[src/include/tei_pkg.sv]
// Purpose: Shared constants for the timer and external interrupt input block
// Assumes: AHB-Lite slave, 32-bit word registers, 50 MHz clock
// Notes:   Offsets are byte addresses, one register per aligned word
//
// Behaviour
// - Three 16-bit timers, third counts up/down
// - First gate-select lets irq pin A run timer A
// - Edge select A: falling edge sets flag A
// - Level select A: low pin sets flag A
// - Second gate-select lets irq pin B run timer B
// - Edge select B: falling edge sets flag B
// - Level select B: low pin sets flag B
// - Counter mode A counts count-pin falling edges
// - Counter mode B counts count-pin falling edges
// - Timer C pin is clock in and out
// - Control pin reloads, captures or sets direction
// - Idle halts processor, timers and interrupts run
// - Power-down stops timers, external irq wakes
package tei_pkg;

  // ---------------------------------------------------------------
  // Register offsets
  // ---------------------------------------------------------------
  localparam logic [7:0] OFF_CTRL  = 8'h00;
  localparam logic [7:0] OFF_STAT  = 8'h04;
  localparam logic [7:0] OFF_MASK  = 8'h08;
  localparam logic [7:0] OFF_CNTA  = 8'h0C;
  localparam logic [7:0] OFF_CNTB  = 8'h10;
  localparam logic [7:0] OFF_CNTC  = 8'h14;
  localparam logic [7:0] OFF_RCAPC = 8'h18;
  localparam logic [7:0] OFF_PMODE = 8'h1C;

  // ---------------------------------------------------------------
  // Control register fields
  // ---------------------------------------------------------------
  localparam int unsigned CB_A_RUN    = 0;
  localparam int unsigned CB_A_GATE   = 1;
  localparam int unsigned CB_A_CTR    = 2;
  localparam int unsigned CB_B_RUN    = 3;
  localparam int unsigned CB_B_GATE   = 4;
  localparam int unsigned CB_B_CTR    = 5;
  localparam int unsigned CB_IRQA_EDG = 6;
  localparam int unsigned CB_IRQB_EDG = 7;
  localparam int unsigned CB_C_RUN    = 8;
  localparam int unsigned CB_C_EXTCLK = 9;
  localparam int unsigned CB_C_CLKOUT = 10;
  localparam int unsigned CB_C_EXEN   = 11;
  localparam int unsigned CB_C_MODE   = 12;
  localparam int unsigned CTRL_W      = 14;
  localparam logic [13:0] CTRL_RST    = 14'h0000;

  localparam logic [1:0] CM_RELOAD  = 2'h0;
  localparam logic [1:0] CM_CAPTURE = 2'h1;
  localparam logic [1:0] CM_UPDOWN  = 2'h2;

  // ---------------------------------------------------------------
  // Status and mask fields
  // ---------------------------------------------------------------
  localparam int unsigned SB_IRQA = 0;
  localparam int unsigned SB_IRQB = 1;
  localparam int unsigned SB_OVFA = 2;
  localparam int unsigned SB_OVFB = 3;
  localparam int unsigned SB_OVFC = 4;
  localparam int unsigned SB_EXC  = 5;
  localparam int unsigned SB_WAKE = 6;
  localparam int unsigned STAT_W  = 7;
  localparam logic [6:0]  STAT_RST = 7'h00;
  localparam logic [6:0]  MASK_RST = 7'h00;
  localparam logic [15:0] CNT_RST  = 16'h0000;
  localparam logic [15:0] CNT_TOP  = 16'hFFFF;

  // ---------------------------------------------------------------
  // Pin indices and power modes
  // ---------------------------------------------------------------
  localparam int unsigned PIN_IRQA = 0;
  localparam int unsigned PIN_IRQB = 1;
  localparam int unsigned PIN_CNTA = 2;
  localparam int unsigned PIN_CNTB = 3;
  localparam int unsigned PIN_CCLK = 4;
  localparam int unsigned PIN_CCTL = 5;
  localparam int unsigned PIN_W    = 6;
  localparam logic [5:0]  PIN_RST  = 6'h3F;

  localparam logic [1:0] PM_REQ_IDLE = 2'h1;
  localparam logic [1:0] PM_REQ_DOWN = 2'h2;
  localparam int unsigned HTRANS_ACT = 1;

  typedef enum logic [2:0] {
    TEI_PM_RUN  = 3'b001,
    TEI_PM_IDLE = 3'b010,
    TEI_PM_DOWN = 3'b100
  } tei_pm_t;

endpackage : tei_pkg

[src/hdl/tei_pin_sync.sv]
// Purpose: Two-stage synchroniser and falling-edge finder for pins
// Assumes: Pins idle high, so reset values are ones
// Notes:   First stage feeds only the second stage
`timescale 1ns/1ps
module tei_pin_sync
  import tei_pkg::*;
(
  input  wire logic              clk_i,   // System clock
  input  wire logic              reset_i, // Synchronous reset
  input  wire logic [PIN_W-1:0]  pin_i,   // Raw pins
  output logic      [PIN_W-1:0]  lvl_o,   // Synchronised level
  output logic      [PIN_W-1:0]  fall_o   // One-cycle falling pulse
);
  import tei_pkg::*;

  typedef struct packed {
    logic [PIN_W-1:0] s1;
    logic [PIN_W-1:0] s2;
    logic [PIN_W-1:0] s3;
  } tei_sync_t;

  tei_sync_t sync_ff;
  tei_sync_t nxt_sync;

  always_comb begin
    nxt_sync    = sync_ff;
    nxt_sync.s1 = pin_i;
    nxt_sync.s2 = sync_ff.s1;
    nxt_sync.s3 = sync_ff.s2;
  end

  always_ff @(posedge clk_i) begin
    if (reset_i) begin
      sync_ff <= '{s1: PIN_RST, s2: PIN_RST, s3: PIN_RST};
    end else begin
      sync_ff <= nxt_sync;
    end
  end

  // Edge from two settled samples
  genvar gi;
  generate
    for (gi = 0; gi < PIN_W; gi++) begin : g_edge
      assign lvl_o[gi]  = sync_ff.s2[gi];
      assign fall_o[gi] = sync_ff.s3[gi] & ~sync_ff.s2[gi];
    end
  endgenerate

endmodule : tei_pin_sync

[src/hdl/tei_timer_irq.sv]
// Purpose: Two general timers, up/down timer C, external irq inputs
// Assumes: AHB-Lite master issues single word transfers only
// Notes:   Every access takes one wait state; response always OKAY
`timescale 1ns/1ps
module tei_timer_irq
  import tei_pkg::*;
(
  input  wire logic        clk_i,              // 50 MHz clock
  input  wire logic        reset_i,            // Sync reset, high
  input  wire logic        hsel_i,             // Slave select
  input  wire logic [31:0] haddr_i,            // Byte address
  input  wire logic [1:0]  htrans_i,           // Transfer type
  input  wire logic        hwrite_i,           // Write when high
  input  wire logic [2:0]  hsize_i,            // Word only
  input  wire logic [31:0] hwdata_i,           // Write data
  input  wire logic        hready_i,           // Bus ready
  output logic      [31:0] hrdata_o,           // Read data
  output logic             hreadyout_o,        // Slave ready
  output logic             hresp_o,            // Always OKAY
  input  wire logic        ext_irq_a_pin_i,    // Ext irq A, gate A
  input  wire logic        ext_irq_b_pin_i,    // Ext irq B, gate B
  input  wire logic        timer_a_count_pin_i, // Count pin A
  input  wire logic        timer_b_count_pin_i, // Count pin B
  input  wire logic        timer_c_clock_pin_i, // Clock pin C in
  output logic             timer_c_clock_pin_o, // Clock pin C out
  output logic             timer_c_clock_pin_oe_o, // Drive enable
  input  wire logic        timer_c_ctrl_pin_i, // Reload/cap/dir
  output logic             irq_o,              // Level interrupt
  output logic             cpu_halt_o,         // Processor frozen
  output logic             periph_clk_en_o,    // Low in power-down
  output logic             wake_o              // Wake pulse
);
  import tei_pkg::*;

  // ---------------------------------------------------------------
  // State
  // ---------------------------------------------------------------
  typedef struct packed {
    logic [CTRL_W-1:0] ctrl;
    logic [STAT_W-1:0] stat;
    logic [STAT_W-1:0] mask;
    logic [15:0]       cnt_a;
    logic [15:0]       cnt_b;
    logic [15:0]       cnt_c;
    logic [15:0]       rcap_c;
    tei_pm_t           pm;
    logic              pend;
    logic              wr;
    logic [7:0]        addr;
    logic              ready;
    logic [31:0]       rdata;
    logic              irq;
    logic              halt;
    logic              clk_en;
    logic              wake;
    logic              cout;
  } tei_state_t;

  tei_state_t st_ff;
  tei_state_t nxt_st;

  logic [PIN_W-1:0] pin_raw;
  logic [PIN_W-1:0] lvl;
  logic [PIN_W-1:0] fall;

  assign pin_raw = {timer_c_ctrl_pin_i, timer_c_clock_pin_i,
                    timer_b_count_pin_i, timer_a_count_pin_i,
                    ext_irq_b_pin_i, ext_irq_a_pin_i};

  tei_pin_sync u_sync (
    .clk_i   (clk_i),
    .reset_i (reset_i),
    .pin_i   (pin_raw),
    .lvl_o   (lvl),
    .fall_o  (fall)
  );

  // ---------------------------------------------------------------
  // Helpers
  // ---------------------------------------------------------------
  // Carry in bit 16 marks overflow
  function automatic logic [16:0] tei_step(input logic [15:0] c,
                                           input logic        en);
    tei_step = en ? ({1'b0, c} + 17'h00001) : {1'b0, c};
  endfunction : tei_step

  // One tick: run bit, optional gate, timer or counter source
  function automatic logic tei_tick(input logic run,
                                    input logic gate,
                                    input logic gate_pin,
                                    input logic ctr,
                                    input logic pin_fall);
    tei_tick = run & (~gate | gate_pin) & (~ctr | pin_fall);
  endfunction : tei_tick

  // ---------------------------------------------------------------
  // Next state
  // ---------------------------------------------------------------
  logic [STAT_W-1:0] set_v;
  logic [STAT_W-1:0] clr_v;
  logic [16:0]       step_a;
  logic [16:0]       step_b;
  logic              run_ok;
  logic              tick_a;
  logic              tick_b;
  logic              tick_c;
  logic              c_down;
  logic              c_ext;
  logic [1:0]        c_mode;
  logic              wr_now;
  logic              addr_ph;

  always_comb begin
    nxt_st  = st_ff;
    set_v   = '0;
    clr_v   = '0;
    c_mode  = st_ff.ctrl[CB_C_MODE +: 2];
    // Power-down freezes the peripheral clock, so timers hold
    run_ok  = (st_ff.pm != TEI_PM_DOWN);

    // Timers A and B
    tick_a = run_ok & tei_tick(st_ff.ctrl[CB_A_RUN],
                               st_ff.ctrl[CB_A_GATE],
                               lvl[PIN_IRQA],
                               st_ff.ctrl[CB_A_CTR],
                               fall[PIN_CNTA]);
    tick_b = run_ok & tei_tick(st_ff.ctrl[CB_B_RUN],
                               st_ff.ctrl[CB_B_GATE],
                               lvl[PIN_IRQB],
                               st_ff.ctrl[CB_B_CTR],
                               fall[PIN_CNTB]);
    step_a        = tei_step(st_ff.cnt_a, tick_a);
    step_b        = tei_step(st_ff.cnt_b, tick_b);
    nxt_st.cnt_a  = step_a[15:0];
    nxt_st.cnt_b  = step_b[15:0];
    set_v[SB_OVFA] = step_a[16];
    set_v[SB_OVFB] = step_b[16];

    // Timer C: with external clock selected the pin clocks it, unless the pin is driven as output
    tick_c = run_ok & st_ff.ctrl[CB_C_RUN] &
             (~st_ff.ctrl[CB_C_EXTCLK] | st_ff.ctrl[CB_C_CLKOUT] |
              fall[PIN_CCLK]);
    c_down = (c_mode == CM_UPDOWN) & ~lvl[PIN_CCTL];
    c_ext  = run_ok & st_ff.ctrl[CB_C_EXEN] &
             (c_mode != CM_UPDOWN) & fall[PIN_CCTL];
    if (tick_c) begin
      if (c_down) begin
        if (st_ff.cnt_c == st_ff.rcap_c) begin
          nxt_st.cnt_c   = CNT_TOP;
          set_v[SB_OVFC] = 1'b1;
        end else begin
          nxt_st.cnt_c = st_ff.cnt_c - 16'h0001;
        end
      end else if (st_ff.cnt_c == CNT_TOP) begin
        nxt_st.cnt_c   = (c_mode == CM_CAPTURE) ? CNT_RST : st_ff.rcap_c;
        set_v[SB_OVFC] = 1'b1;
      end else begin
        nxt_st.cnt_c = st_ff.cnt_c + 16'h0001;
      end
    end
    if (c_ext) begin
      set_v[SB_EXC] = 1'b1;
      if (c_mode == CM_CAPTURE) begin
        nxt_st.rcap_c = st_ff.cnt_c;
      end else begin
        nxt_st.cnt_c = st_ff.rcap_c;
      end
    end
    // Square wave on the pin, half period per overflow
    if (st_ff.ctrl[CB_C_CLKOUT] & set_v[SB_OVFC]) begin
      nxt_st.cout = ~st_ff.cout;
    end

    // External interrupt flags keep working in every power mode
    set_v[SB_IRQA] = st_ff.ctrl[CB_IRQA_EDG] ? fall[PIN_IRQA]
                                             : ~lvl[PIN_IRQA];
    set_v[SB_IRQB] = st_ff.ctrl[CB_IRQB_EDG] ? fall[PIN_IRQB]
                                             : ~lvl[PIN_IRQB];

    // Bus data phase: write lands one cycle after address phase
    wr_now  = st_ff.pend & st_ff.wr;
    addr_ph = hsel_i & hready_i & htrans_i[HTRANS_ACT];
    nxt_st.ready = 1'b1;
    nxt_st.pend  = 1'b0;
    if (addr_ph) begin
      nxt_st.pend  = 1'b1;
      nxt_st.ready = 1'b0;
      nxt_st.wr    = hwrite_i;
      nxt_st.addr  = haddr_i[7:0];
    end

    // Power modes; wake pulse only for the cycle of exit
    nxt_st.wake = 1'b0;
    case (st_ff.pm)
      TEI_PM_RUN: begin
        if (wr_now && st_ff.addr == OFF_PMODE) begin
          if (hwdata_i[1:0] == PM_REQ_DOWN) begin
            nxt_st.pm = TEI_PM_DOWN;
          end else if (hwdata_i[1:0] == PM_REQ_IDLE) begin
            nxt_st.pm = TEI_PM_IDLE;
          end
        end
      end
      TEI_PM_IDLE: begin
        // Any unmasked event ends idle
        if (|((st_ff.stat | set_v) & st_ff.mask)) begin
          nxt_st.pm      = TEI_PM_RUN;
          nxt_st.wake    = 1'b1;
          set_v[SB_WAKE] = 1'b1;
        end
      end
      TEI_PM_DOWN: begin
        // Only external interrupt pins can wake, mask not needed
        if (set_v[SB_IRQA] | set_v[SB_IRQB]) begin
          nxt_st.pm      = TEI_PM_RUN;
          nxt_st.wake    = 1'b1;
          set_v[SB_WAKE] = 1'b1;
        end
      end
      default: begin
        nxt_st.pm = TEI_PM_RUN;
      end
    endcase

    // Register writes; counter writes override counting
    if (wr_now) begin
      case (st_ff.addr)
        OFF_CTRL:  nxt_st.ctrl   = hwdata_i[CTRL_W-1:0];
        OFF_STAT:  clr_v         = hwdata_i[STAT_W-1:0];
        OFF_MASK:  nxt_st.mask   = hwdata_i[STAT_W-1:0];
        OFF_CNTA:  nxt_st.cnt_a  = hwdata_i[15:0];
        OFF_CNTB:  nxt_st.cnt_b  = hwdata_i[15:0];
        OFF_CNTC:  nxt_st.cnt_c  = hwdata_i[15:0];
        OFF_RCAPC: nxt_st.rcap_c = hwdata_i[15:0];
        default:   clr_v         = '0;
      endcase
    end

    // Set beats a same-cycle write-one clear
    nxt_st.stat = (st_ff.stat & ~clr_v) | set_v;

    // Read data captured in the first data-phase cycle
    nxt_st.rdata = st_ff.rdata;
    if (st_ff.pend) begin
      nxt_st.rdata = 32'h0000_0000;
      if (!st_ff.wr) begin
        case (st_ff.addr)
          OFF_CTRL:  nxt_st.rdata[CTRL_W-1:0] = st_ff.ctrl;
          OFF_STAT:  nxt_st.rdata[STAT_W-1:0] = st_ff.stat;
          OFF_MASK:  nxt_st.rdata[STAT_W-1:0] = st_ff.mask;
          OFF_CNTA:  nxt_st.rdata[15:0]       = st_ff.cnt_a;
          OFF_CNTB:  nxt_st.rdata[15:0]       = st_ff.cnt_b;
          OFF_CNTC:  nxt_st.rdata[15:0]       = st_ff.cnt_c;
          OFF_RCAPC: nxt_st.rdata[15:0]       = st_ff.rcap_c;
          OFF_PMODE: nxt_st.rdata[2:0]        = st_ff.pm;
          default:   nxt_st.rdata             = 32'h0000_0000;
        endcase
      end
    end

    nxt_st.irq    = |(nxt_st.stat & nxt_st.mask);
    nxt_st.halt   = (nxt_st.pm != TEI_PM_RUN);
    nxt_st.clk_en = (nxt_st.pm != TEI_PM_DOWN);
  end

  // ---------------------------------------------------------------
  // Registers
  // ---------------------------------------------------------------
  always_ff @(posedge clk_i) begin
    if (reset_i) begin
      st_ff.ctrl   <= CTRL_RST;
      st_ff.stat   <= STAT_RST;
      st_ff.mask   <= MASK_RST;
      st_ff.cnt_a  <= CNT_RST;
      st_ff.cnt_b  <= CNT_RST;
      st_ff.cnt_c  <= CNT_RST;
      st_ff.rcap_c <= CNT_RST;
      st_ff.pm     <= TEI_PM_RUN;
      st_ff.pend   <= 1'b0;
      st_ff.wr     <= 1'b0;
      st_ff.addr   <= 8'h00;
      st_ff.ready  <= 1'b1;
      st_ff.rdata  <= 32'h0000_0000;
      st_ff.irq    <= 1'b0;
      st_ff.halt   <= 1'b0;
      st_ff.clk_en <= 1'b1;
      st_ff.wake   <= 1'b0;
      st_ff.cout   <= 1'b1;
    end else begin
      st_ff <= nxt_st;
    end
  end

  // ---------------------------------------------------------------
  // Outputs
  // ---------------------------------------------------------------
  assign hrdata_o               = st_ff.rdata;
  assign hreadyout_o            = st_ff.ready;
  assign hresp_o                = 1'b0;
  assign irq_o                  = st_ff.irq;
  assign cpu_halt_o             = st_ff.halt;
  assign periph_clk_en_o        = st_ff.clk_en;
  assign wake_o                 = st_ff.wake;
  assign timer_c_clock_pin_o    = st_ff.cout;
  assign timer_c_clock_pin_oe_o = st_ff.ctrl[CB_C_CLKOUT];

endmodule : tei_timer_irq

[config.mk]
export PLATFORM = sky130hd
export DESIGN_NAME = tei_timer_irq
export DESIGN_NICKNAME = d
export VERILOG_FILES = /design/src/include/tei_pkg.sv /design/src/hdl/tei_pin_sync.sv /design/src/hdl/tei_timer_irq.sv
export SDC_FILE = /design/constraint.sdc
export NUM_CORES = 1
export LEC_CHECK = 0
export BUFFER_PORTS_ARGS = -buffer_cell sky130_fd_sc_hd__buf_2
export CAP_MARGIN = 20
export CORE_UTILIZATION = 40
export DETAILED_ROUTE_END_ITERATION = 6
export GPL_TIMING_DRIVEN = 0
export HOLD_SLACK_MARGIN = 0.02
export SLEW_MARGIN = 20
export SYNTH_ARGS = -nofsm -noshare
export SYNTH_HDL_FRONTEND = slang
export SYNTH_HIERARCHICAL = 1
export SYNTH_SLANG_ARGS = --single-unit
[constraint.sdc]
create_clock -name clk_i -period 2.7 [get_ports clk_i]
set_input_delay 0.54 -clock clk_i [delete_from_list [all_inputs] [get_ports clk_i]]
set_output_delay 0.54 -clock clk_i [all_outputs]
set_load 0.03 [all_outputs]
==> results of run 1 <==
==> power by group <==
group | switching, mW | leakage [nW] | internal [mW]
clock | 1.07 | 0.274 | 1.23
combinational | 0.217 | 2.14 | 0.0854
sequential | 0.0144 | 1.17 | 2.16
total | 1.30 | 3.59 | 3.47
==> area by class of cell <==
type,count,share of cell area [%]
timing repair buffer,61,3.27
inverter,28,1.08
clock inverter,14,1.23
tap,270,3.47
multi-input combinational,760,50.7
clock buffer,18,4.51
sequential,145,29.8
buffer,106,5.94
==> sequential cells by signal, summed over array words and instances (netlist names), 2 cells and up <==
name             cells
c_mode               2
u_sync/sync_ff       6
hrdata_o            16
u_sync/nxt_sync      6
u_sync/lvl_o         6
st_ff              102
==> stage by stage <==
stage	total power, mW	cell area (um^2)	util [%]	instances	hold slack [ns]
2_1_floorplan	2.39	8430	-	1040	0.383
3_3_place_gp	2.51	9050	44.4	1366	0.387
3_5_place_dp	2.51	9060	44.5	1367	0.391
4_1_cts	4.78	9670	47.5	1401	0.264
5_1_grt	4.89	9730	47.8	1402	0.263
6_report	4.77	9730	47.8	1402	0.269
==> layer usage <==
layer  global-route usage, %  share of wire [%]
met2                    42.8                 45
met5                       0                  0
met4                    12.1                3.5
met3                    4.97                8.1
met1                    37.9                 44
==> what timing repair did <==
action,CTS,global route
gates resized for setup,5,26
gates cloned,0,0
setup endpoints to repair,22,42
endpoints found under the hold margin,0,0
pin swaps,1,2
buffers inserted,2,2
==> placed cells by master, fill, tap and decap left out, types with 18 or more instances in the layout <==
| cell type | instances |
|---|---|
| dfxtp_1 | 145 |
| nor2_1 | 122 |
| buf_2 | 71 |
| nand2_1 | 66 |
| a211oi_1 | 55 |
| a21oi_1 | 54 |
| mux2i_1 | 44 |
| buf_4 | 42 |
| clkbuf_1 | 41 |
| xor2_1 | 31 |
| nand3_1 | 29 |
| nand4_1 | 26 |
| xnor2_1 | 26 |
| inv_1 | 24 |
| nor3_1 | 18 |
| or2_1 | 18 |
==> worst reg2reg max path, delay by kind of cell (launching register included) <==
kind | cells | cell delay [ns]
AOI/OAI and AO/OA | 3 | 0.83
buffers and inverters | 2 | 0.65
DFF | 1 | 0.45
and+or+nand+nor | 2 | 0.58
==> how the worst min path moves through the flow <==
stage                   startpoint                   to  cells past startpoint
2_1_floorplan   u_sync/nxt_sync[6]      u_sync/lvl_o[0]                      1
3_3_place_gp    u_sync/nxt_sync[9]      u_sync/lvl_o[3]                      1
3_5_place_dp    u_sync/nxt_sync[9]      u_sync/lvl_o[3]                      1
4_1_cts            ext_irq_a_pin_i   u_sync/nxt_sync[6]                      2
5_1_grt            ext_irq_a_pin_i   u_sync/nxt_sync[6]                      2
6_report       timer_c_clock_pin_i  u_sync/nxt_sync[10]                      2
==> impl_metrics.sql, run 1 <==
INSERT INTO impl_metrics (metric_group, metric, value, unit) VALUES
('pwr', 'power_density', '490', 'nW/um^2'),
('critical_path', 'r2r_setup_slack', '0.03', 'ns'),
('sta', 'worst-slew-pin-transition', '1.01', 'ns'),
('status', 'failed_checks', 'design-rule violations', ''),
('cells_and_area', 'drive_above_1_share', '15.8', '%'),
('floorplan', 'core_area', '20400', 'um^2'),
('place', 'hpwlAfterDp', '22.2', 'mm'),
('grt', 'grt_first_pass_wirelength', '45.3', 'mm'),
('sta', 'finalSetupViolations', '0', ''),
('job', 'max_cap_violations', '0', ''),
('cells_and_area', 'design.final.nets', '1203', ''),
('place', 'finalWeightedCongestion', '0.962', ''),
('drt', 'wire_per_inst', '21.3', 'um'),
('sta', 'postLayoutSetupSlackWorst', '0.0345', 'ns'),
('drt', 'mean_number_of_vias_per_cell', '5.96', ''),
('cts', 'clock_root_buffer_master', 'clkbuf_16', ''),
('grt', 'antenna_found_initial', '0', ''),
('sta', 'timing.final.crit_period', '2.67', 'ns'),
('sta', 'slew_headroom', '31.7', '%'),
('logic_synthesis', 'synth_cells', '1024', ''),
('drt', 'drtIter0Drc', '993', ''),
('critical_path', 'cp_slowest_cell', 'dfxtp_1', ''),
('critical_path', 'reg2reg_from', 'st_ff[49]', ''),
('sta', 'fin_worst_skew', '0.0118', 'ns'),
('status', 'outcome', 'complete, but fails checks', ''),
('critical_path', 'critical_path.max_stage_delay', '0.45', 'ns'),
('drt', 'detail_route.drc_violations', '11', ''),
('critical_path', 'reg2reg_depth', '7', ''),
('sta', 'setup-tns-final', '0', 'ns'),
('cts', 'cts_max_level', '4', ''),
('grt', 'globalRouteTotalUtil', '27.8', '%'),
('floorplan', 'floorplan.rows', '52', ''),
('critical_path', 'worst-path-stages', '7', ''),
('floorplan', 'number_of_placed_i_o_pins', '120', ''),
('critical_path', 'crit_path_start_kind', 'register', ''),
('cells_and_area', 'antennaDiodeCount', '0', ''),
('critical_path', 'setup.worst_path.class', 'reg -> reg', ''),
('critical_path', 'endpoint_kind', 'register', ''),
('sta', 'timing_max_transition_violations_final', '0', ''),
('cts', 'total_clock_buffers_created_by_cts', '17', ''),
('cts', 'maximum_count_of_clock_buffers_along_a_single_path', '2', ''),
('critical_path', 'endpoint_of_the_worst_setup_timing_path', 'st_ff[77]', ''),
('hold_path', 'min_path_type', 'in -> reg', ''),
('cts', 'clk-insertion-delay-late', '0.44', 'ns'),
('pwr', 'leakage', '3.59', 'nW'),
('cells_and_area', 'multiInputGateArea', '4930', 'um^2'),
('critical_path', 'ordered_cell_list_for_the_critical_path', 'or3b_1 -> buf_2 -> o311a_1 -> clkbuf_1 -> nand3_1 -> o311ai_1 -> o22ai_1', ''),
('floorplan', 'die_area', '21500', 'um^2'),
('cells_and_area', 'num-fill-cells', '2029', ''),
('pwr', 'ir_drop', '0.472', 'mV'),
('critical_path', 'reg2reg_to', 'st_ff[77]', ''),
('floorplan', 'floorplan.die.height', '147', 'um'),
('drt', 'antenna_violating_nets_post_route', '0', ''),
('critical_path', 'critical_path.max_fanout', '10', ''),
('cts', 'postCtsHoldBufs', '0', ''),
('cts', 'clkSlewWorstSetupHoldPaths', '0.07', 'ns'),
('cells_and_area', 'flow.area_growth_from_synthesis', '16.2', '%'),
('place', 'post-place-ws', '-0.427', 'ns'),
('logic_synthesis', 'post_synth.cell_area_avg', '8.18', 'um^2'),
('critical_path', 'critical_path.n_buffers_inverters', '2', ''),
('critical_path', 'worst-endpoint-arrival', '2.95', 'ns'),
('cells_and_area', 'seqCellArea', '2900', 'um^2'),
('sta', 'maxClockFrequency', '375', 'MHz'),
('grt', 'grt_start_max_net_pins', '17', ''),
('grt', 'globalRouteOverflowTotal', '0', ''),
('critical_path', 'cp.required', '2.99', 'ns'),
('floorplan', 'start_util', '41.1', '%'),
('critical_path', 'startpoint', 'st_ff[49]', ''),
('cts', 'tritoncts', 'built', ''),
('sta', 'post-route-period-util', '98.7', '%'),
('cts', 'cts_sinks', '145', ''),
('drt', 'detailroute.via_count', '8358', ''),
('place', 'numPortBuffers', '56', ''),
('grt', 'grt_pass1_vias', '7577', ''),
('floorplan', 'floorplan.die.width', '147', 'um'),
('drt', 'dr.pass1.iters', '7', ''),
('sta', 'hold_viol', '0', ''),
('logic_synthesis', 'synth-warning-count', '6', ''),
('sta', 'rsz_0062_raised_after_global_routing', 'true', ''),
('logic_synthesis', 'synth_area', '8370', 'um^2'),
('drt', 'postRouteWirelength', '29.9', 'mm'),
('critical_path', 'timing.critical_path.max_delay_family', 'compound AO/OA/AOI/OAI gates', '');
No activity file was read; power rests on OpenSTA's default activity.
==> inputs of run 2 (changes only) <==
- PLACE_DENSITY_LB_ADDON: not set -> 0.15
- SKIP_LAST_GASP: not set -> 1
==> run 2 against run 1 <==
The run now ends clean. Sequential share of layout area shrank 0.073 points. Clock-buffer cell count is 2 higher. Cell count up 0.29%. Power fell by 0.49%. Non-clock buffer count is 4 higher. Die area stayed put.
==> impl_metrics.sql, run 2 (synthesis results as in run 1) <==
INSERT INTO impl_metrics (metric_group, metric, value, unit) VALUES
('drt', 'antenna_violating_nets_post_route', '0', ''),
('critical_path', 'worst-endpoint-arrival', '2.97', 'ns'),
('cts', 'maximum_count_of_clock_buffers_along_a_single_path', '2', ''),
('floorplan', 'number_of_placed_i_o_pins', '120', ''),
('drt', 'detailroute.via_count', '8360', ''),
('floorplan', 'die_area', '21500', 'um^2'),
('pwr', 'ir_drop', '0.386', 'mV'),
('cts', 'clock_root_buffer_master', 'clkbuf_16', ''),
('grt', 'grt_pass1_vias', '7754', ''),
('critical_path', 'endpoint_kind', 'register', ''),
('hold_path', 'hold_path.startpoint', 'ext_irq_b_pin_i', ''),
('place', 'finalWeightedCongestion', '0.923', ''),
('sta', 'worst-slew-pin-transition', '1.12', 'ns'),
('grt', 'grt_first_pass_wirelength', '46.6', 'mm'),
('floorplan', 'start_util', '41.1', '%'),
('critical_path', 'reg2reg_depth', '8', ''),
('hold_path', 'min_path_type', 'in -> reg', ''),
('critical_path', 'r2r_setup_slack', '0.08', 'ns'),
('cts', 'postCtsHoldBufs', '0', ''),
('cells_and_area', 'drive_above_1_share', '16.1', '%'),
('floorplan', 'core_area', '20400', 'um^2'),
('pwr', 'fin_total_pwr', '4.75', 'mW'),
('critical_path', 'crit_path_start_kind', 'register', ''),
('drt', 'detail_route.drc_violations', '0', ''),
('critical_path', 'cp.required', '3.05', 'ns'),
('cells_and_area', 'flip_flop_count_of_the_largest_register_all_copies_and_words_added', '102', ''),
('status', 'outcome', 'finished clean', ''),
('place', 'numPortBuffers', '56', ''),
('cts', 'cts_sinks', '145', ''),
('sta', 'rsz_0062_raised_after_global_routing', 'true', ''),
('cts', 'cts_max_level', '4', ''),
('grt', 'antenna_found_initial', '0', ''),
('critical_path', 'critical_path.max_fanout', '10', ''),
('drt', 'wire_per_inst', '21.9', 'um'),
('sta', 'maxClockFrequency', '382', 'MHz'),
('critical_path', 'startpoint', 'st_ff[40]', ''),
('hold_path', 'hold_path_end', 'u_sync/nxt_sync[7]', ''),
('cells_and_area', 'most_frequent_standard_cell_in_the_layout_excluding_fill_and_tap_cells', 'dfxtp_1', ''),
('cells_and_area', 'design.final.nets', '1207', ''),
('sta', 'slew_headroom', '24.5', '%'),
('place', 'detailed_place.area', '9060', 'um^2'),
('hold_path', 'hold_path_depth', '2', ''),
('floorplan', 'floorplan.rows', '52', ''),
('critical_path', 'setup.worst_path.class', 'reg -> reg', ''),
('sta', 'hold_viol', '0', ''),
('grt', 'globalRouteTotalUtil', '28.6', '%'),
('critical_path', 'reg2reg_to', 'hrdata_o[3]', ''),
('drt', 'drtIter0Drc', '1062', ''),
('sta', 'timing.final.crit_period', '2.62', 'ns'),
('cells_and_area', 'post-route-cell-area', '9760', 'um^2'),
('place', 'hpwlAfterDp', '22.7', 'mm'),
('floorplan', 'floorplan.die.width', '147', 'um'),
('drt', 'mean_number_of_vias_per_cell', '5.95', ''),
('grt', 'globalRouteOverflowTotal', '0', ''),
('job', 'max_cap_violations', '0', ''),
('pwr', 'power_density', '487', 'nW/um^2'),
('sta', 'setup-tns-final', '0', 'ns'),
('cts', 'tritoncts', 'built', ''),
('drt', 'postRouteWirelength', '30.8', 'mm'),
('cells_and_area', 'most_flop_heavy_register', 'st_ff', ''),
('cells_and_area', 'antennaDiodeCount', '0', ''),
('cells_and_area', 'final_cell_mix', 'dfxtp_1 (145), nor2_1 (122), buf_2 (71)', ''),
('cells_and_area', 'flow.area_growth_from_synthesis', '16.5', '%'),
('cts', 'clkSlewWorstSetupHoldPaths', '0.07', 'ns'),
('cts', 'total_clock_buffers_created_by_cts', '17', ''),
('pwr', 'leakage', '3.59', 'nW'),
('sta', 'post-route-period-util', '97.0', '%'),
('critical_path', 'reg2reg_from', 'st_ff[40]', ''),
('floorplan', 'floorplan.die.height', '147', 'um'),
('cts', 'clk-insertion-delay-late', '0.44', 'ns'),
('sta', 'finalSetupViolations', '0', ''),
('drt', 'dr.pass1.iters', '7', ''),
('sta', 'timing_max_transition_violations_final', '0', ''),
('sta', 'fin_worst_skew', '0.0110', 'ns'),
('grt', 'grt_start_max_net_pins', '17', '');
-- run 2: per-layer routing --
metal	global-route usage [%]	vias to the layer above	wire length (um)
li1	-	3919	-
met1	40.0	3948	13800
met2	43.4	422	13500
met3	4.59	71	2380
met4	12.1	0	1100
met5	0	-	0
-- run 2: critical path: stages, from the launching register on --
cell and delay [ns]:
dfxtp_1 0.37, buf_2 0.34, and4_1 0.25, clkbuf_1 0.43
clkbuf_2 0.37, inv_2 0.05, a31oi_1 0.35, o21ai_1 0.21
a21oi_1 0.16
-- run 2: how the worst max path moves through the flow --
stage,end,slack [ns]
global route,st_ff[72],-0.007
floorplan,st_ff[75],0.41
detailed placement,timer_c_clock_pin_o,-0.42
global placement,timer_c_clock_pin_o,-0.48
CTS,st_ff[82],0.02
finish,hrdata_o[3],0.08
-- run 2: what timing repair did --
action	4_1_cts	5_1_grt
endpoints found under the setup margin	24	50
gates resized for setup	4	26
pin swaps	1	3
setup buffers	3	6
gates cloned	0	0
-- run 2: final cells by class --
cell class	instances	area, um^2
Buffer	106	577
Clock buffer	20	447
Clock inverter	12	100
Fill cell	2003	10600
Inverter	28	105
Multi-Input combinational cell	760	4930
Sequential cell	145	2900
Tap cell	270	338
Timing Repair Buffer	65	360
-- run 2: power by group --
part | total [mW] | leakage [nW] | internal [mW] | switching [mW]
clock network | 2.27 | 0.254 | 1.22 | 1.05
logic | 0.307 | 2.16 | 0.0884 | 0.219
registers | 2.17 | 1.17 | 2.16 | 0.0144
total | 4.75 | 3.59 | 3.47 | 1.28
-- run 2: through the flow --
stage | setup slack (ns) | instances | hold slack [ns] | util, %
detailed placement | -0.425 | 1366 | 0.391 | 44.5
CTS | 0.0241 | 1401 | 0.271 | 47.4
global placement | -0.475 | 1366 | 0.385 | 44.4
floorplan | 0.415 | 1040 | 0.383 | -
finish | 0.0823 | 1406 | 0.278 | 47.9
global route | -0.00741 | 1406 | 0.277 | 47.9
==> inputs of run 3 (changes only) <==
- SKIP_LAST_GASP: 1 -> not set
- SYNTH_HIERARCHICAL: 1 -> not set
==> run 3 against run 2 <==
The flow now finishes with violations (design-rule violations). Largest cell class unchanged. Register-to-register slack worse by 0.04 ns. Combinational power down 6.5%. Clock skew about the same. Flip-flop and latch count unchanged. Utilization up 0.38 points. Clock power up 5%. Synthesized area down 3.9%. Critical path type unchanged. Global-route usage up 0.61 points.
==> impl_metrics.sql, run 3 <==
INSERT INTO impl_metrics (metric_group, metric, value, unit) VALUES
('cells_and_area', 'multiInputGateArea', '4670', 'um^2'),
('pwr', 'power_density', '513', 'nW/um^2'),
('logic_synthesis', 'synth-async-reset-ratio', '0', '%'),
('cts', 'clock_root_buffer_master', 'clkbuf_16', ''),
('cells_and_area', 'flip_flop_count_of_the_largest_register_all_copies_and_words_added', '102', ''),
('hold_path', 'min_path_type', 'in -> reg', ''),
('logic_synthesis', 'synth_area', '8050', 'um^2'),
('floorplan', 'floorplan.rows', '51', ''),
('grt', 'grt_start_max_net_pins', '17', ''),
('sta', 'maxClockFrequency', '377', 'MHz'),
('logic_synthesis', 'synth-seq-cells', '145', ''),
('logic_synthesis', 'dominantRegCellSynth', 'dfxtp_1', ''),
('logic_synthesis', 'synth-warning-count', '0', ''),
('grt', 'globalRouteOverflowTotal', '0', ''),
('cells_and_area', 'flow.area_growth_from_synthesis', '17.6', '%'),
('critical_path', 'setup.worst_path.class', 'reg -> reg', ''),
('cells_and_area', 'seqCellArea', '2910', 'um^2'),
('hold_path', 'hold_path_depth', '2', ''),
('drt', 'mean_number_of_vias_per_cell', '5.93', ''),
('sta', 'post-route-period-util', '98.3', '%'),
('cells_and_area', 'design.final.nets', '1165', ''),
('critical_path', 'reg2reg_depth', '8', ''),
('cells_and_area', 'post-route-util', '48.3', '%'),
('status', 'outcome', 'complete, but fails checks', ''),
('sta', 'rsz_0062_raised_after_global_routing', 'true', ''),
('pwr', 'fin_total_pwr', '4.85', 'mW'),
('cells_and_area', 'drive_above_1_share', '18.8', '%'),
('critical_path', 'crit_path_start_kind', 'register', ''),
('pwr', 'leakage', '3.68', 'nW'),
('logic_synthesis', 'yosys-top-cells-count', 'dfxtp_1 (145), nor2_1 (115), nand2_1 (76)', ''),
('sta', 'hold_viol', '0', ''),
('cts', 'clk-insertion-delay-late', '0.44', 'ns'),
('cells_and_area', 'num-fill-cells', '2015', ''),
('sta', 'worst-slew-pin-transition', '1.09', 'ns'),
('grt', 'globalRouteTotalUtil', '29.2', '%'),
('cts', 'cts_max_level', '4', ''),
('grt', 'grt_first_pass_wirelength', '44.4', 'mm'),
('cells_and_area', 'final_cell_mix', 'dfxtp_1 (143), nor2_1 (112), nand2_1 (76)', ''),
('floorplan', 'floorplan.die.width', '144', 'um'),
('critical_path', 'critical_path.max_fanout', '10', ''),
('place', 'place.detailed.instances', '1314', ''),
('place', 'hpwlAfterDp', '21.8', 'mm'),
('logic_synthesis', 'netlist.area_leader.share', '36.1', '%'),
('critical_path', 'worst-endpoint-arrival', '3.03', 'ns'),
('critical_path', 'cp.required', '3.07', 'ns'),
('logic_synthesis', 'synth_cells', '978', ''),
('cells_and_area', 'post-route-cell-area', '9460', 'um^2'),
('logic_synthesis', 'synth-edff-count', '0', ''),
('drt', 'wire_per_inst', '21.7', 'um'),
('cells_and_area', 'most_flop_heavy_register', 'st_ff', ''),
('sta', 'setup-tns-final', '0', 'ns'),
('floorplan', 'start_util', '41.1', '%'),
('cells_and_area', 'final-instance-count-excl-fill', '1359', ''),
('sta', 'fin_worst_skew', '0.0110', 'ns'),
('status', 'failed_checks', 'design-rule violations', ''),
('floorplan', 'number_of_placed_i_o_pins', '120', ''),
('place', 'finalWeightedCongestion', '0.942', ''),
('sta', 'postLayoutSetupSlackWorst', '0.0453', 'ns'),
('logic_synthesis', 'ys_types', '70', ''),
('job', 'max_cap_violations', '0', ''),
('cts', 'clkSlewWorstSetupHoldPaths', '0.07', 'ns'),
('cts', 'total_clock_buffers_created_by_cts', '17', ''),
('floorplan', 'die_area', '20700', 'um^2'),
('drt', 'antenna_violating_nets_post_route', '0', ''),
('drt', 'drtIter0Drc', '950', ''),
('grt', 'grt_pass1_vias', '7223', ''),
('critical_path', 'endpoint_kind', 'register', ''),
('drt', 'postRouteWirelength', '29.4', 'mm'),
('cells_and_area', 'antennaDiodeCount', '0', ''),
('grt', 'antenna_found_initial', '0', ''),
('sta', 'slew_headroom', '26.6', '%'),
('logic_synthesis', 'post_synth.cell_area_avg', '8.23', 'um^2'),
('drt', 'dr.pass1.iters', '7', ''),
('logic_synthesis', 'synth.yosys.seq_area_share', '36.1', '%'),
('floorplan', 'floorplan.die.height', '144', 'um'),
('place', 'detailed_place.area', '8710', 'um^2'),
('place', 'post-place-ws', '-0.186', 'ns'),
('sta', 'holdWs', '0.273', 'ns'),
('logic_synthesis', 'most_area_consuming_cells_after_synthesis', 'dfxtp_1 (36%), nor2_1 (5.4%), xor2_1 (4.8%)', ''),
('sta', 'finalSetupViolations', '0', ''),
('cells_and_area', 'most_frequent_standard_cell_in_the_layout_excluding_fill_and_tap_cells', 'dfxtp_1', ''),
('cts', 'maximum_count_of_clock_buffers_along_a_single_path', '2', ''),
('logic_synthesis', 'synth_largest_area_cell', 'dfxtp_1', ''),
('sta', 'timing_max_transition_violations_final', '0', ''),
('logic_synthesis', 'library_cell_with_the_highest_instance_count_after_synthesis', 'dfxtp_1', ''),
('drt', 'detail_route.drc_violations', '3', ''),
('cts', 'cts_sinks', '145', ''),
('pwr', 'ir_drop', '0.400', 'mV'),
('sta', 'timing.final.crit_period', '2.65', 'ns'),
('place', 'numPortBuffers', '55', ''),
('floorplan', 'core_area', '19600', 'um^2'),
('drt', 'detailroute.via_count', '8062', ''),
('cts', 'tritoncts', 'built', '');
run 3: final cells by class:
| type | count | share of cell area (%) |
|---|---|---|
| multi-input combinational | 733 | 49.4 |
| sequential | 145 | 30.7 |
| buffer | 101 | 5.73 |
| clock buffer | 18 | 4.54 |
| timing repair buffer | 69 | 4.02 |
| tap | 265 | 3.51 |
| clock inverter | 14 | 1.57 |
| inverter | 14 | 0.556 |
run 3: path summary, 6_finish.rpt:
| check | from | endpoint | slack (ns) |
|---|---|---|---|
| max | st_ff[43] | hrdata_o[13] | 0.05 |
| min | ext_irq_a_pin_i | u_sync.nxt_sync[6] | 0.27 |
| max reg2reg | st_ff[43] | hrdata_o[13] | 0.05 |
| min reg2reg | u_sync.nxt_sync[7] | u_sync.lvl_o[1] | 0.41 |
run 3: cells by family after synthesis:
kind of cell             share of synthesized area (%)
flip-flops                                        36.1
adder cells (fa/ha/maj)                          0.622
AND/OR/NAND/NOR                                   23.6
XOR/XNOR                                          6.53
other                                           0.0466
AO/OA/AOI/OAI                                     22.9
multiplexers                                      2.99
buffers and inverters                             7.25
run 3: worst max-delay path: stages (launching register included):
cell,delay [ns]
dfxtp_1,0.35
or4b_1,0.54
buf_6,0.16
nor2_2,0.34
clkbuf_1,0.46
a222oi_1,0.18
a21oi_1,0.36
a21oi_1,0.07
nor2_1,0.10
run 3: routing by layer:
layer | GRT usage (%) | vias up | share of wire (%)
li1 | - | 3747 | -
met1 | 37.8 | 3838 | 42
met2 | 47.2 | 409 | 46
met3 | 4.87 | 68 | 8.3
met4 | 13.7 | 0 | 4.1
met5 | 0 | - | 0
run 3: repair_timing:
action | CTS | global route
setup buffers | 0 | 14
pin swaps | 0 | 5
hold buffers | 0 | 0
gates resized for setup | 8 | 24
setup endpoints to repair | 19 | 30
run 3: report_power, final:
part	leakage, nW	total (mW)	internal [mW]	switching, mW
clock network	0.277	2.39	1.30	1.09
registers	1.17	2.17	2.16	0.0146
logic	2.23	0.287	0.0848	0.203
total	3.68	4.85	3.55	1.30
